$ cat config.mk
export PLATFORM = sky130hd
export DESIGN_NAME = ttu_top
export DESIGN_NICKNAME = d
export VERILOG_FILES = /design/src/shared/ttu_pkg.sv /design/src/logic/ttu_channel.sv /design/src/logic/ttu_top.sv
export SDC_FILE = /design/constraint.sdc
export NUM_CORES = 1
export LEC_CHECK = 0
export ABC_AREA = 0
export ABC_CLOCK_PERIOD_IN_PS = 2500
export BUFFER_PORTS_ARGS = -buffer_cell sky130_fd_sc_hd__buf_2
export CORE_ASPECT_RATIO = 1.25
export CORE_MARGIN = 2
export CORE_UTILIZATION = 50
export CTS_BUF_LIST = sky130_fd_sc_hd__clkbuf_8 sky130_fd_sc_hd__clkbuf_16
export DETAILED_ROUTE_END_ITERATION = 16
export PLACE_DENSITY = 0.75
export SYNTH_ARGS = -nofsm -noshare
export SYNTH_HDL_FRONTEND = slang
export SYNTH_HIERARCHICAL = 1
export SYNTH_SLANG_ARGS = --single-unit
$ cat constraint.sdc
create_clock -name clock -period 2.5 [get_ports clock]
set_input_delay 0.125 -clock clock [delete_from_list [all_inputs] [get_ports clock]]
set_output_delay 0.125 -clock clock [all_outputs]
set_load 0.005 [all_outputs]
$ cat src/shared/ttu_pkg.sv
package ttu_pkg;
  // ----------------------------------------
  // sizes
  // ----------------------------------------
  localparam int unsigned NUM_CH = 3;
  localparam int unsigned CNT_W  = 24;
  localparam logic [CNT_W-1:0] CNT_RESET = 24'h00_0000;

  // ----------------------------------------
  // control/status register fields
  // ----------------------------------------
  localparam int unsigned PIN_USE_W = 2;
  localparam int unsigned MODE_W    = 3;
  localparam logic [PIN_USE_W-1:0] PIN_GPIO_IN  = 2'h0;
  localparam logic [PIN_USE_W-1:0] PIN_GPIO_OUT = 2'h1;
  localparam logic [PIN_USE_W-1:0] PIN_TIMER    = 2'h2;
  localparam logic [MODE_W-1:0] MODE_TIMER    = 3'h0;
  localparam logic [MODE_W-1:0] MODE_EVENT    = 3'h1;
  localparam logic [MODE_W-1:0] MODE_MEASURE  = 3'h2;
  localparam logic [MODE_W-1:0] MODE_WATCHDOG = 3'h3;
  localparam logic [MODE_W-1:0] MODE_PWM      = 3'h4;

  typedef struct packed {
    logic                 enable;
    logic [PIN_USE_W-1:0] pin_use;
    logic [MODE_W-1:0]    mode;
    logic                 irq_en;
    logic                 gpio_out;
    logic [CNT_W-1:0]     compare;
  } ttu_ctrl_t;

  localparam ttu_ctrl_t CTRL_RESET = '{enable: 1'b0, pin_use: PIN_GPIO_IN, mode: MODE_TIMER,
                                       irq_en: 1'b0, gpio_out: 1'b0, compare: CNT_RESET};

  typedef struct packed {
    logic             reached;
    logic             pin_in;
    logic [CNT_W-1:0] count;
  } ttu_stat_t;

  typedef struct packed {
    logic o;
    logic oe;
  } ttu_pin_t;
endpackage

$ cat src/logic/ttu_channel.sv
module ttu_channel
  import ttu_pkg::*;
(
  // clock and reset
  input  wire logic      clock,
  input  wire logic      rst_b,
  // control/status
  input  wire ttu_ctrl_t ctrl,
  input  wire logic      ctrl_wr,
  input  wire logic      clear_reached,
  output ttu_stat_t      stat,
  output logic           irq,
  // pin
  input  wire logic      pin_i,
  output ttu_pin_t       pin
);
  import ttu_pkg::*;

  ttu_ctrl_t        ctrl_q;
  logic [CNT_W-1:0] count_q;
  logic             pin_q;
  logic             reached_q;
  logic             out_q;
  logic             tick;
  logic             hit;
  logic             ext_src;
  logic             drives;

  // ----------------------------------------
  // control/status register
  // ----------------------------------------
  always_ff @(posedge clock) begin
    if (!rst_b) begin
      ctrl_q <= CTRL_RESET;
    end else if (ctrl_wr) begin
      ctrl_q <= ctrl;
    end
  end

  // ----------------------------------------
  // count source
  // ----------------------------------------
  always_ff @(posedge clock) begin
    if (!rst_b) begin
      pin_q <= 1'b0;
    end else begin
      pin_q <= pin_i;
    end
  end

  // external events counted on rising pin edges; internal on every clock
  assign ext_src = (ctrl_q.mode == MODE_EVENT) || (ctrl_q.mode == MODE_MEASURE);
  assign tick    = ctrl_q.enable && (ext_src ? (pin_i && !pin_q) : 1'b1);
  assign hit     = tick && (count_q == ctrl_q.compare);

  always_ff @(posedge clock) begin
    if (!rst_b || ctrl_wr) begin
      count_q <= CNT_RESET;
    end else if (hit) begin
      count_q <= CNT_RESET;
    end else if (tick) begin
      count_q <= count_q + 24'h00_0001;
    end
  end

  // ----------------------------------------
  // reached flag; a new hit beats the clear
  // ----------------------------------------
  always_ff @(posedge clock) begin
    if (!rst_b) begin
      reached_q <= 1'b0;
    end else if (hit) begin
      reached_q <= 1'b1;
    end else if (clear_reached) begin
      reached_q <= 1'b0;
    end
  end

  assign irq = reached_q && ctrl_q.irq_en;

  // ----------------------------------------
  // pin output
  // ----------------------------------------
  always_ff @(posedge clock) begin
    if (!rst_b || ctrl_wr) begin
      out_q <= 1'b0;
    end else if (hit && !ext_src) begin
      out_q <= (ctrl_q.mode == MODE_PWM) ? !out_q : 1'b1;
    end
  end

  // timer use drives only in output modes; input modes leave the pin alone
  assign drives = (ctrl_q.pin_use == PIN_GPIO_OUT) ||
                  ((ctrl_q.pin_use == PIN_TIMER) && !ext_src);
  assign pin.oe = drives;
  assign pin.o  = (ctrl_q.pin_use == PIN_GPIO_OUT) ? ctrl_q.gpio_out : out_q;

  assign stat.reached = reached_q;
  assign stat.pin_in  = pin_q;
  assign stat.count   = count_q;

  // ----------------------------------------
  // checks
  // ----------------------------------------
  property p_reset_input;
    @(posedge clock) $fell(rst_b) |=> !pin.oe;
  endproperty
  a_reset_input: assert property (p_reset_input) else $error("pin driven after reset");

  property p_input_modes;
    @(posedge clock) disable iff (!rst_b)
      (ctrl_q.pin_use == PIN_TIMER && ext_src) |-> !pin.oe;
  endproperty
  a_input_modes: assert property (p_input_modes) else $error("input mode drives pin");

  property p_output_modes;
    @(posedge clock) disable iff (!rst_b)
      (ctrl_q.pin_use == PIN_TIMER && !ext_src) |-> pin.oe;
  endproperty
  a_output_modes: assert property (p_output_modes) else $error("output mode not driving");

  property p_write_takes;
    @(posedge clock) disable iff (!rst_b)
      ctrl_wr |=> (ctrl_q == $past(ctrl));
  endproperty
  a_write_takes: assert property (p_write_takes) else $error("control write lost");

  property p_hit_sets;
    @(posedge clock) disable iff (!rst_b) hit |=> reached_q;
  endproperty
  a_hit_sets: assert property (p_hit_sets) else $error("reached not set");

  property p_sticky;
    @(posedge clock) disable iff (!rst_b)
      (reached_q && !clear_reached) |=> reached_q;
  endproperty
  a_sticky: assert property (p_sticky) else $error("reached dropped");

  property p_irq;
    @(posedge clock) disable iff (!rst_b)
      (hit && ctrl_q.irq_en && !ctrl_wr) |=> irq;
  endproperty
  a_irq: assert property (p_irq) else $error("irq missing");

  property p_ext_count;
    @(posedge clock) disable iff (!rst_b)
      (ctrl_q.enable && ext_src && !pin_i && !ctrl_wr) |=> $stable(count_q);
  endproperty
  a_ext_count: assert property (p_ext_count) else $error("count moved without event");

  property p_out_set;
    @(posedge clock) disable iff (!rst_b)
      (hit && ctrl_q.mode == MODE_TIMER && !ctrl_wr) |=> out_q;
  endproperty
  a_out_set: assert property (p_out_set) else $error("timer output not set");
endmodule

$ cat src/logic/ttu_top.sv
// Operation
// - three identical channels, each fully independent
// - count internal clock or pin events
// - interrupt after programmed count reached
// - drive pin after programmed internal count
// - event and measurement modes leave pin undriven in timer pin use
// - watchdog, timer, pulse modes drive pin in timer pin use
// - after reset pin is general input
// - control write selects gpio out or timer
module ttu_top
  import ttu_pkg::*;
(
  // clock and reset
  input  wire logic                  clock,
  input  wire logic                  rst_b,
  // control/status per channel
  input  wire ttu_ctrl_t             timer_ctrl_status_0,
  input  wire ttu_ctrl_t             timer_ctrl_status_1,
  input  wire ttu_ctrl_t             timer_ctrl_status_2,
  input  wire logic [NUM_CH-1:0]     ctrl_wr,
  input  wire logic [NUM_CH-1:0]     clear_reached,
  output ttu_stat_t [NUM_CH-1:0]     stat,
  output logic      [NUM_CH-1:0]     irq,
  // timer pins
  input  wire logic                  timer_pin_0_i,
  input  wire logic                  timer_pin_1_i,
  input  wire logic                  timer_pin_2_i,
  output ttu_pin_t                   timer_pin_0,
  output ttu_pin_t                   timer_pin_1,
  output ttu_pin_t                   timer_pin_2
);
  import ttu_pkg::*;

  ttu_ctrl_t [NUM_CH-1:0] ctrl_v;
  logic      [NUM_CH-1:0] pin_in_v;
  ttu_pin_t  [NUM_CH-1:0] pin_v;

  assign ctrl_v   = {timer_ctrl_status_2, timer_ctrl_status_1, timer_ctrl_status_0};
  assign pin_in_v = {timer_pin_2_i, timer_pin_1_i, timer_pin_0_i};
  assign timer_pin_0 = pin_v[0];
  assign timer_pin_1 = pin_v[1];
  assign timer_pin_2 = pin_v[2];

  // ----------------------------------------
  // channels share nothing but clock and reset
  // ----------------------------------------
  for (genvar g = 0; g < NUM_CH; g++) begin : g_ch
    ttu_channel u_ch (
      .clock         (clock),
      .rst_b         (rst_b),
      .ctrl          (ctrl_v[g]),
      .ctrl_wr       (ctrl_wr[g]),
      .clear_reached (clear_reached[g]),
      .stat          (stat[g]),
      .irq           (irq[g]),
      .pin_i         (pin_in_v[g]),
      .pin           (pin_v[g])
    );
  end
endmodule

=== Word-level counts from Yosys, hierarchy flattened ===
Index checks and enable logic that the tools add are counted.

* Muxes and demuxes: 15
* Add/subtract/negate cells: 3
* Equal/unequal tests: 18
* Reduce and logical (&&, ||, !) cells: 43

{| class="wikitable"
|+ Operator list
! kind !! count
|-
| 24-bit by 1-bit adder with 24-bit output, second input constant || 3
|-
| 24-bit == test || 3
|-
| 1-bit logical AND || 18
|-
| 1-bit two-way mux || 15
|-
| 1-bit zero test || 10
|-
| 3-bit by 1-bit == test with 1-bit output, second input constant || 3
|-
| 3-bit by 2-bit == test with 1-bit output, second input constant || 3
|-
| 3-bit == test, second input constant || 3
|-
| 1-bit logical OR || 9
|-
| 2-bit by 1-bit == test with 1-bit output, second input constant || 3
|-
| 2-bit == test, second input constant || 3
|-
| 2-bit nonzero test || 3
|-
| 2-bit OR reduction || 3
|}

* Word-level logic and storage cells: 109
* Flip-flop bits (word level): 177

=== Depth between registers and ports, before layout ===
* Depth after elaboration: 6
* Gate-level depth with buffers: 7

=== Modules after synthesis ===
Netlist, hierarchy kept.

{| class="wikitable"
|+ By module, submodules not included
! module !! times used !! cells an instance !! area an instance (um^2)
|-
| ttu_channel || 3 || 287 || 2,766.4
|}

=== Least setup slack after synthesis ===
Ideal clock, no wire load.

* Kind: flip-flop to flip-flop
* From: register g_ch[0].u_ch.count_q[12]
* To: register g_ch[0].u_ch.count_q[0]
* Required time: 2,383 ps
* Arrival: 1,694 ps
* Stages on the path, launching flop included: 7
* Period minus slack after synthesis: 1,812 ps
* Setup slack: 688 ps
* Library setup time: 117 ps
* Cell sequence: dfxtp_1 > xor2_1 > nor4_1 > nand4_1 > o311ai_2 > buf_2 > nor2_1

* Longest elaborated chain between the ends: 3

{| class="wikitable"
|+ RTL lines
! what !! RTL line !! source
|-
| start: declaration || ttu_channel.sv:20 || <nowiki>logic [CNT_W-1:0] count_q;</nowiki>
|-
| start signal: assignment || ttu_channel.sv:62 || <nowiki>count_q <= count_q + 24'h00_0001;</nowiki>
|-
| 24-bit == test || ttu_channel.sv:54 || <nowiki>assign hit = tick && (count_q == ctrl_q.compare);</nowiki>
|-
| 1-bit logical AND || ttu_channel.sv:54 ||
|-
| 2-bit OR reduction (no source line) || -- ||
|}

No other way between the ends.
A chain may end at the register's enable or synchronous reset.

=== Worst setup path after layout ===
* From: register g_ch[2].u_ch.count_q[20]
* To: register g_ch[2].u_ch.count_q[20]

* Longest elaborated chain between the ends: 3
* Elaborated cells between the ends (all ways): 4
* Classes of those cells: add/sub (1); eq/ne (1); reduce/logical (2)

{| class="wikitable"
|+ RTL lines
! what !! RTL line
|-
| start: declaration || ttu_channel.sv:20
|-
| start signal: assignment || ttu_channel.sv:62
|-
| parallel branches: the longest is 3 deep, another holds 24-bit by 1-bit adder with 24-bit output || --
|}

Parallel ways; which one is timed is not known.

==> results.txt <==
* Critical path cell sequence: xor2_1, nor4_1, nand4_1, o311ai_2, buf_4, nor2_1
- Of the total power, registers draw 0.491.
* Number of instances in the synthesized netlist: ~860
* Area of the die: ~18000 um^2
- Data on the critical path is required at its endpoint by about 2800 ps.
- Overall die height: roughly 150 um
- Count of buffers from port buffering: around 190
- The share of total power dissipated in the clock network is 0.402.
- Post-CTS repair changed the size of 0 cells.
- Of all nets on the critical path, the largest fanout is 24.
- Most frequently used flop master after synthesis: sky130_fd_sc_hd__dfxtp_1
* Number of buffers created by CTS: 17
* Total negative slack for setup checks: 0 ps
- Counting flops with an async set or reset pin after synthesis yields a share of 0.
- In the final design database the tool counted between 1000 and 1500 nets.
* Delay-heaviest family, CP: simple AND/OR/NAND/NOR gates
* Min-Delay Path Depth: 3
- Number of antenna cells inserted: 0
- Remaining number of nets flagged by the antenna check after routing: 0
- Counting along the longest clock path gives a buffer depth of 2.
* CP max-delay cell: sky130_fd_sc_hd__dfxtp_1
- H-tree level count: 4
- Total number of clock tree sinks: roughly 180
- Switching power of the nets: approximately 1.4 mW
- Relative to the synthesized area, the layout overhead comes to 33.1%.
* Syn Std Cell Area: between 8000 and 9000 um^2
- Vias in the first global route: between 7000 and 8000
- The run finished with clean final reports.
- Worst hold path class: in2reg
- Power per Cell Area: about 550 nW/um^2
- Hold slack: a little under 50 ps
- Layout cell share with drive strength beyond 1: 0.231
- Setup repair after global routing left no endpoint under its margin.
* Count of boundary I/O pins: ~190
- Library cell used as clock root buffer: sky130_fd_sc_hd__clkbuf_16
* Maximum cell stage delay along the critical path: 380 ps
- Entering global routing, the biggest net connects 42 pins.
- Number of design rule violations left after detail routing: 0
- The clock reaches the later pin of the worst-skew pair after between 400 and 500 ps.
* Distinct cell type count after synthesis: 35
* Max cap viols: 0
- Clock transition at the registers of the reported paths: approximately 60 ps
- In this run the static leakage power is approximately 5.1 nW.
* Count of final setup violators: 0
- TritonCTS built the clock tree.
- Gr usage total: 0.250
- Hold Crit Start: clear_reached[0]
* Antenna violations before repair: 0
- The critical path starts at g_ch[2].u_ch/count_q[20]$_SDFFE_PP0P_.
- Pins Over Slew Limit: 0
- The internal portion of the total power is roughly 4.7 mW.
- Total length of routed wires: roughly 22000 um
- Synthesis produced a netlist with a net count of around 1000.
* Filler instances: approximately 1300
* Fraction of the yosys area taken by sequential cells: 0.427
* Actual slew at the worst max-slew pin: 1080 ps
* Switching Fraction: 0.237
- Timing would allow up to between 0.4 and 0.5 GHz.
- Number of buffers added for setup after CTS: 0
* Vias: approximately 7000
- Number of enable flip-flop cells after synthesis: 0
* Number of buffers and inverters on the critical path: 1
- Maximum vdd ir drop: about 0.00037 V
- The floorplan has 52 rows.
* Number of failing hold endpoints at the final stage: 0
* #FFs+latches synth: around 180
- First-pass DRT Iterations: 4
- At the end of routability-driven placement, the weighted congestion stood at between 0.8 and 0.9.
- Summed over all layers, the global routing overflow is 0.
* Reg-to-reg startpoint: g_ch[2].u_ch/count_q[20]$_SDFFE_PP0P_
* Depth of the most critical reg-to-reg path: 6
- Detail Placement HPWL: approximately 15000 um
- Overall die width: roughly 120 um
* Type of destination of the critical path: flip-flop
* Logic gate share of total power: 0.107
- Worst setup SP type: flip-flop
* Period minus WS final: around 2100 ps
* Initial cell density of the core: 0.512
* Count of cell instances traversed by the critical path: 6
* Core box area: between 15000 and 20000 um^2
* Relative slew slack: 0.274
* Mean instance size in the synthesized netlist: a little under 10 um^2
* Average via count per standard cell: between 5 and 6
- Number of DRC markers in iteration 0: 333
- Syn. warnings: 6
- Data arrival time at the worst-slack endpoint: approximately 2400 ps
- First-pass GRT wire length: around 35000 um
* Final clock skew: 7.96 ps
- Of the available clock period, the critical path in the final layout requires 0.850.
- The critical path is of the reg2reg type.
* Wire length per cell after detailed routing: 15.9 um
-- power by group through the flow --
stage | sequential (mW) | clock, mW | combinational [mW]
after floorplan | 3.03 | 0 | 0.351
after global placement | 3.05 | 0 | 0.516
after detailed placement | 3.06 | 0 | 0.523
after CTS | 2.99 | 2.51 | 0.646
after global routing | 3.00 | 2.62 | 0.708
final | 2.99 | 2.45 | 0.650
-- tightest hold or removal path: cells and delay by family --
family | cells | cell delay, ps
and+or+nand+nor | 1 | 160
buffers and inverters | 1 | 80
AOI/OAI and AO/OA | 1 | 70
-- flip-flops by register name, indices dropped and copies added (netlist names) --
| register | cells |
|---|---|
| g_ch.u_ch/pin_q | 3 |
| g_ch.u_ch/count_q | 72 |
| g_ch.u_ch/out_q | 3 |
| g_ch.u_ch/ctrl_q | 96 |
| g_ch.u_ch/reached_q | 3 |
-- kinds of logic after synthesis --
family | after synthesis | share of synthesized area
DFF | 177 | 0.427
and+or+nand+nor | 342 | 0.232
adders and majority gates | 3 | 0.00452
buffers and inverters | 63 | 0.0344
xor gates and xnor gates | 135 | 0.145
muxes | 102 | 0.123
AOI/OAI and AO/OA | 39 | 0.0330
-- synthesized netlist by cell type (18+ instances only) --
cell type	instances	area, um^2
sky130_fd_sc_hd__nor2_1	78	293
sky130_fd_sc_hd__dfxtp_1	177	3540
sky130_fd_sc_hd__nand2_1	18	67.6
sky130_fd_sc_hd__nor4_1	27	169
sky130_fd_sc_hd__clkbuf_1	27	101
sky130_fd_sc_hd__nand3_1	24	120
sky130_fd_sc_hd__nor2b_1	102	638
sky130_fd_sc_hd__nand4_1	21	131
sky130_fd_sc_hd__mux2i_1	99	991
sky130_fd_sc_hd__xnor2_1	30	263
sky130_fd_sc_hd__xor2_1	102	893
-- metrics by stage --
| step | power (mW) | cells | util | cell area (um^2) | setup WS, ps |
|---|---|---|---|---|---|
| floorplan | 3.39 | 861 | - | 8300 | 688 |
| global placement | 3.57 | 1249 | 0.588 | 9520 | 445 |
| global route | 6.33 | 1378 | 0.682 | 11000 | 246 |
| CTS | 6.15 | 1378 | 0.682 | 11000 | 352 |
| finish | 6.10 | 1378 | 0.682 | 11000 | 374 |
| detailed placement | 3.58 | 1249 | 0.588 | 9520 | 400 |
-- worst paths after layout --
check	to	slack [ps]
setup reg to reg	g_ch[2].u_ch/count_q[20]$_SDFFE_PP0P_	370
setup / recovery	g_ch[2].u_ch/count_q[20]$_SDFFE_PP0P_	370
hold reg to reg	g_ch[0].u_ch/ctrl_q[25]$_SDFFE_PN0P_	520
hold / removal	g_ch[0].u_ch/reached_q$_SDFFE_PN0P_	50
-- area by class of cell --
class	count	area, um^2	share of cell area
well taps	216	270	0.0245
multi-input cells	621	4490	0.406
flip-flops and latches	177	3540	0.321
inverters	15	56.3	0.00510
repair buffers	318	2150	0.195
clock inverters	13	101	0.00918
clock buffers	18	439	0.0398
-- layout by cell type, fill, tap and decap left out, types with 6 or more instances in the layout --
cell type                       synthesis  routed
sky130_fd_sc_hd__nor2_1                78      78
sky130_fd_sc_hd__nand2_1               18      18
sky130_fd_sc_hd__inv_1                 15      19
sky130_fd_sc_hd__nor3b_1                6       6
sky130_fd_sc_hd__mux2i_1               99      99
sky130_fd_sc_hd__buf_4                  9      27
sky130_fd_sc_hd__nor3_1                 9       9
sky130_fd_sc_hd__buf_2                 12     193
sky130_fd_sc_hd__a21oi_1                9       9
sky130_fd_sc_hd__and4_1                 6       6
sky130_fd_sc_hd__dlygate4sd3_1          0      98
sky130_fd_sc_hd__xnor2_1               30      30
sky130_fd_sc_hd__nor4_1                27      27
sky130_fd_sc_hd__nand4_1               21      21
sky130_fd_sc_hd__dfxtp_1              177     177
sky130_fd_sc_hd__clkbuf_16              0      17
sky130_fd_sc_hd__or3_1                  9       9
sky130_fd_sc_hd__nand3_1               24      24
sky130_fd_sc_hd__and2_1                15      15
sky130_fd_sc_hd__and3_1                12      12
sky130_fd_sc_hd__o21ai_0               12      12
sky130_fd_sc_hd__xor2_1               102     102
sky130_fd_sc_hd__nor2b_1              102     102
-- timing repair --
item / CTS / global route
hold buffers: 98 / 0
setup endpoints to repair: 0 / 0
endpoints found under the hold margin: 98 / 0
-- metal layers --
metal | up-vias | GRT usage | part of all wire
met5 | - | 0 | 0
met4 | 0 | 0.116 | 0.030
met3 | 48 | 0.0517 | 0.047
met2 | 198 | 0.445 | 0.51
met1 | 3288 | 0.287 | 0.41
li1 | 3496 | - | -
Power figures use the tool's default switching activity.
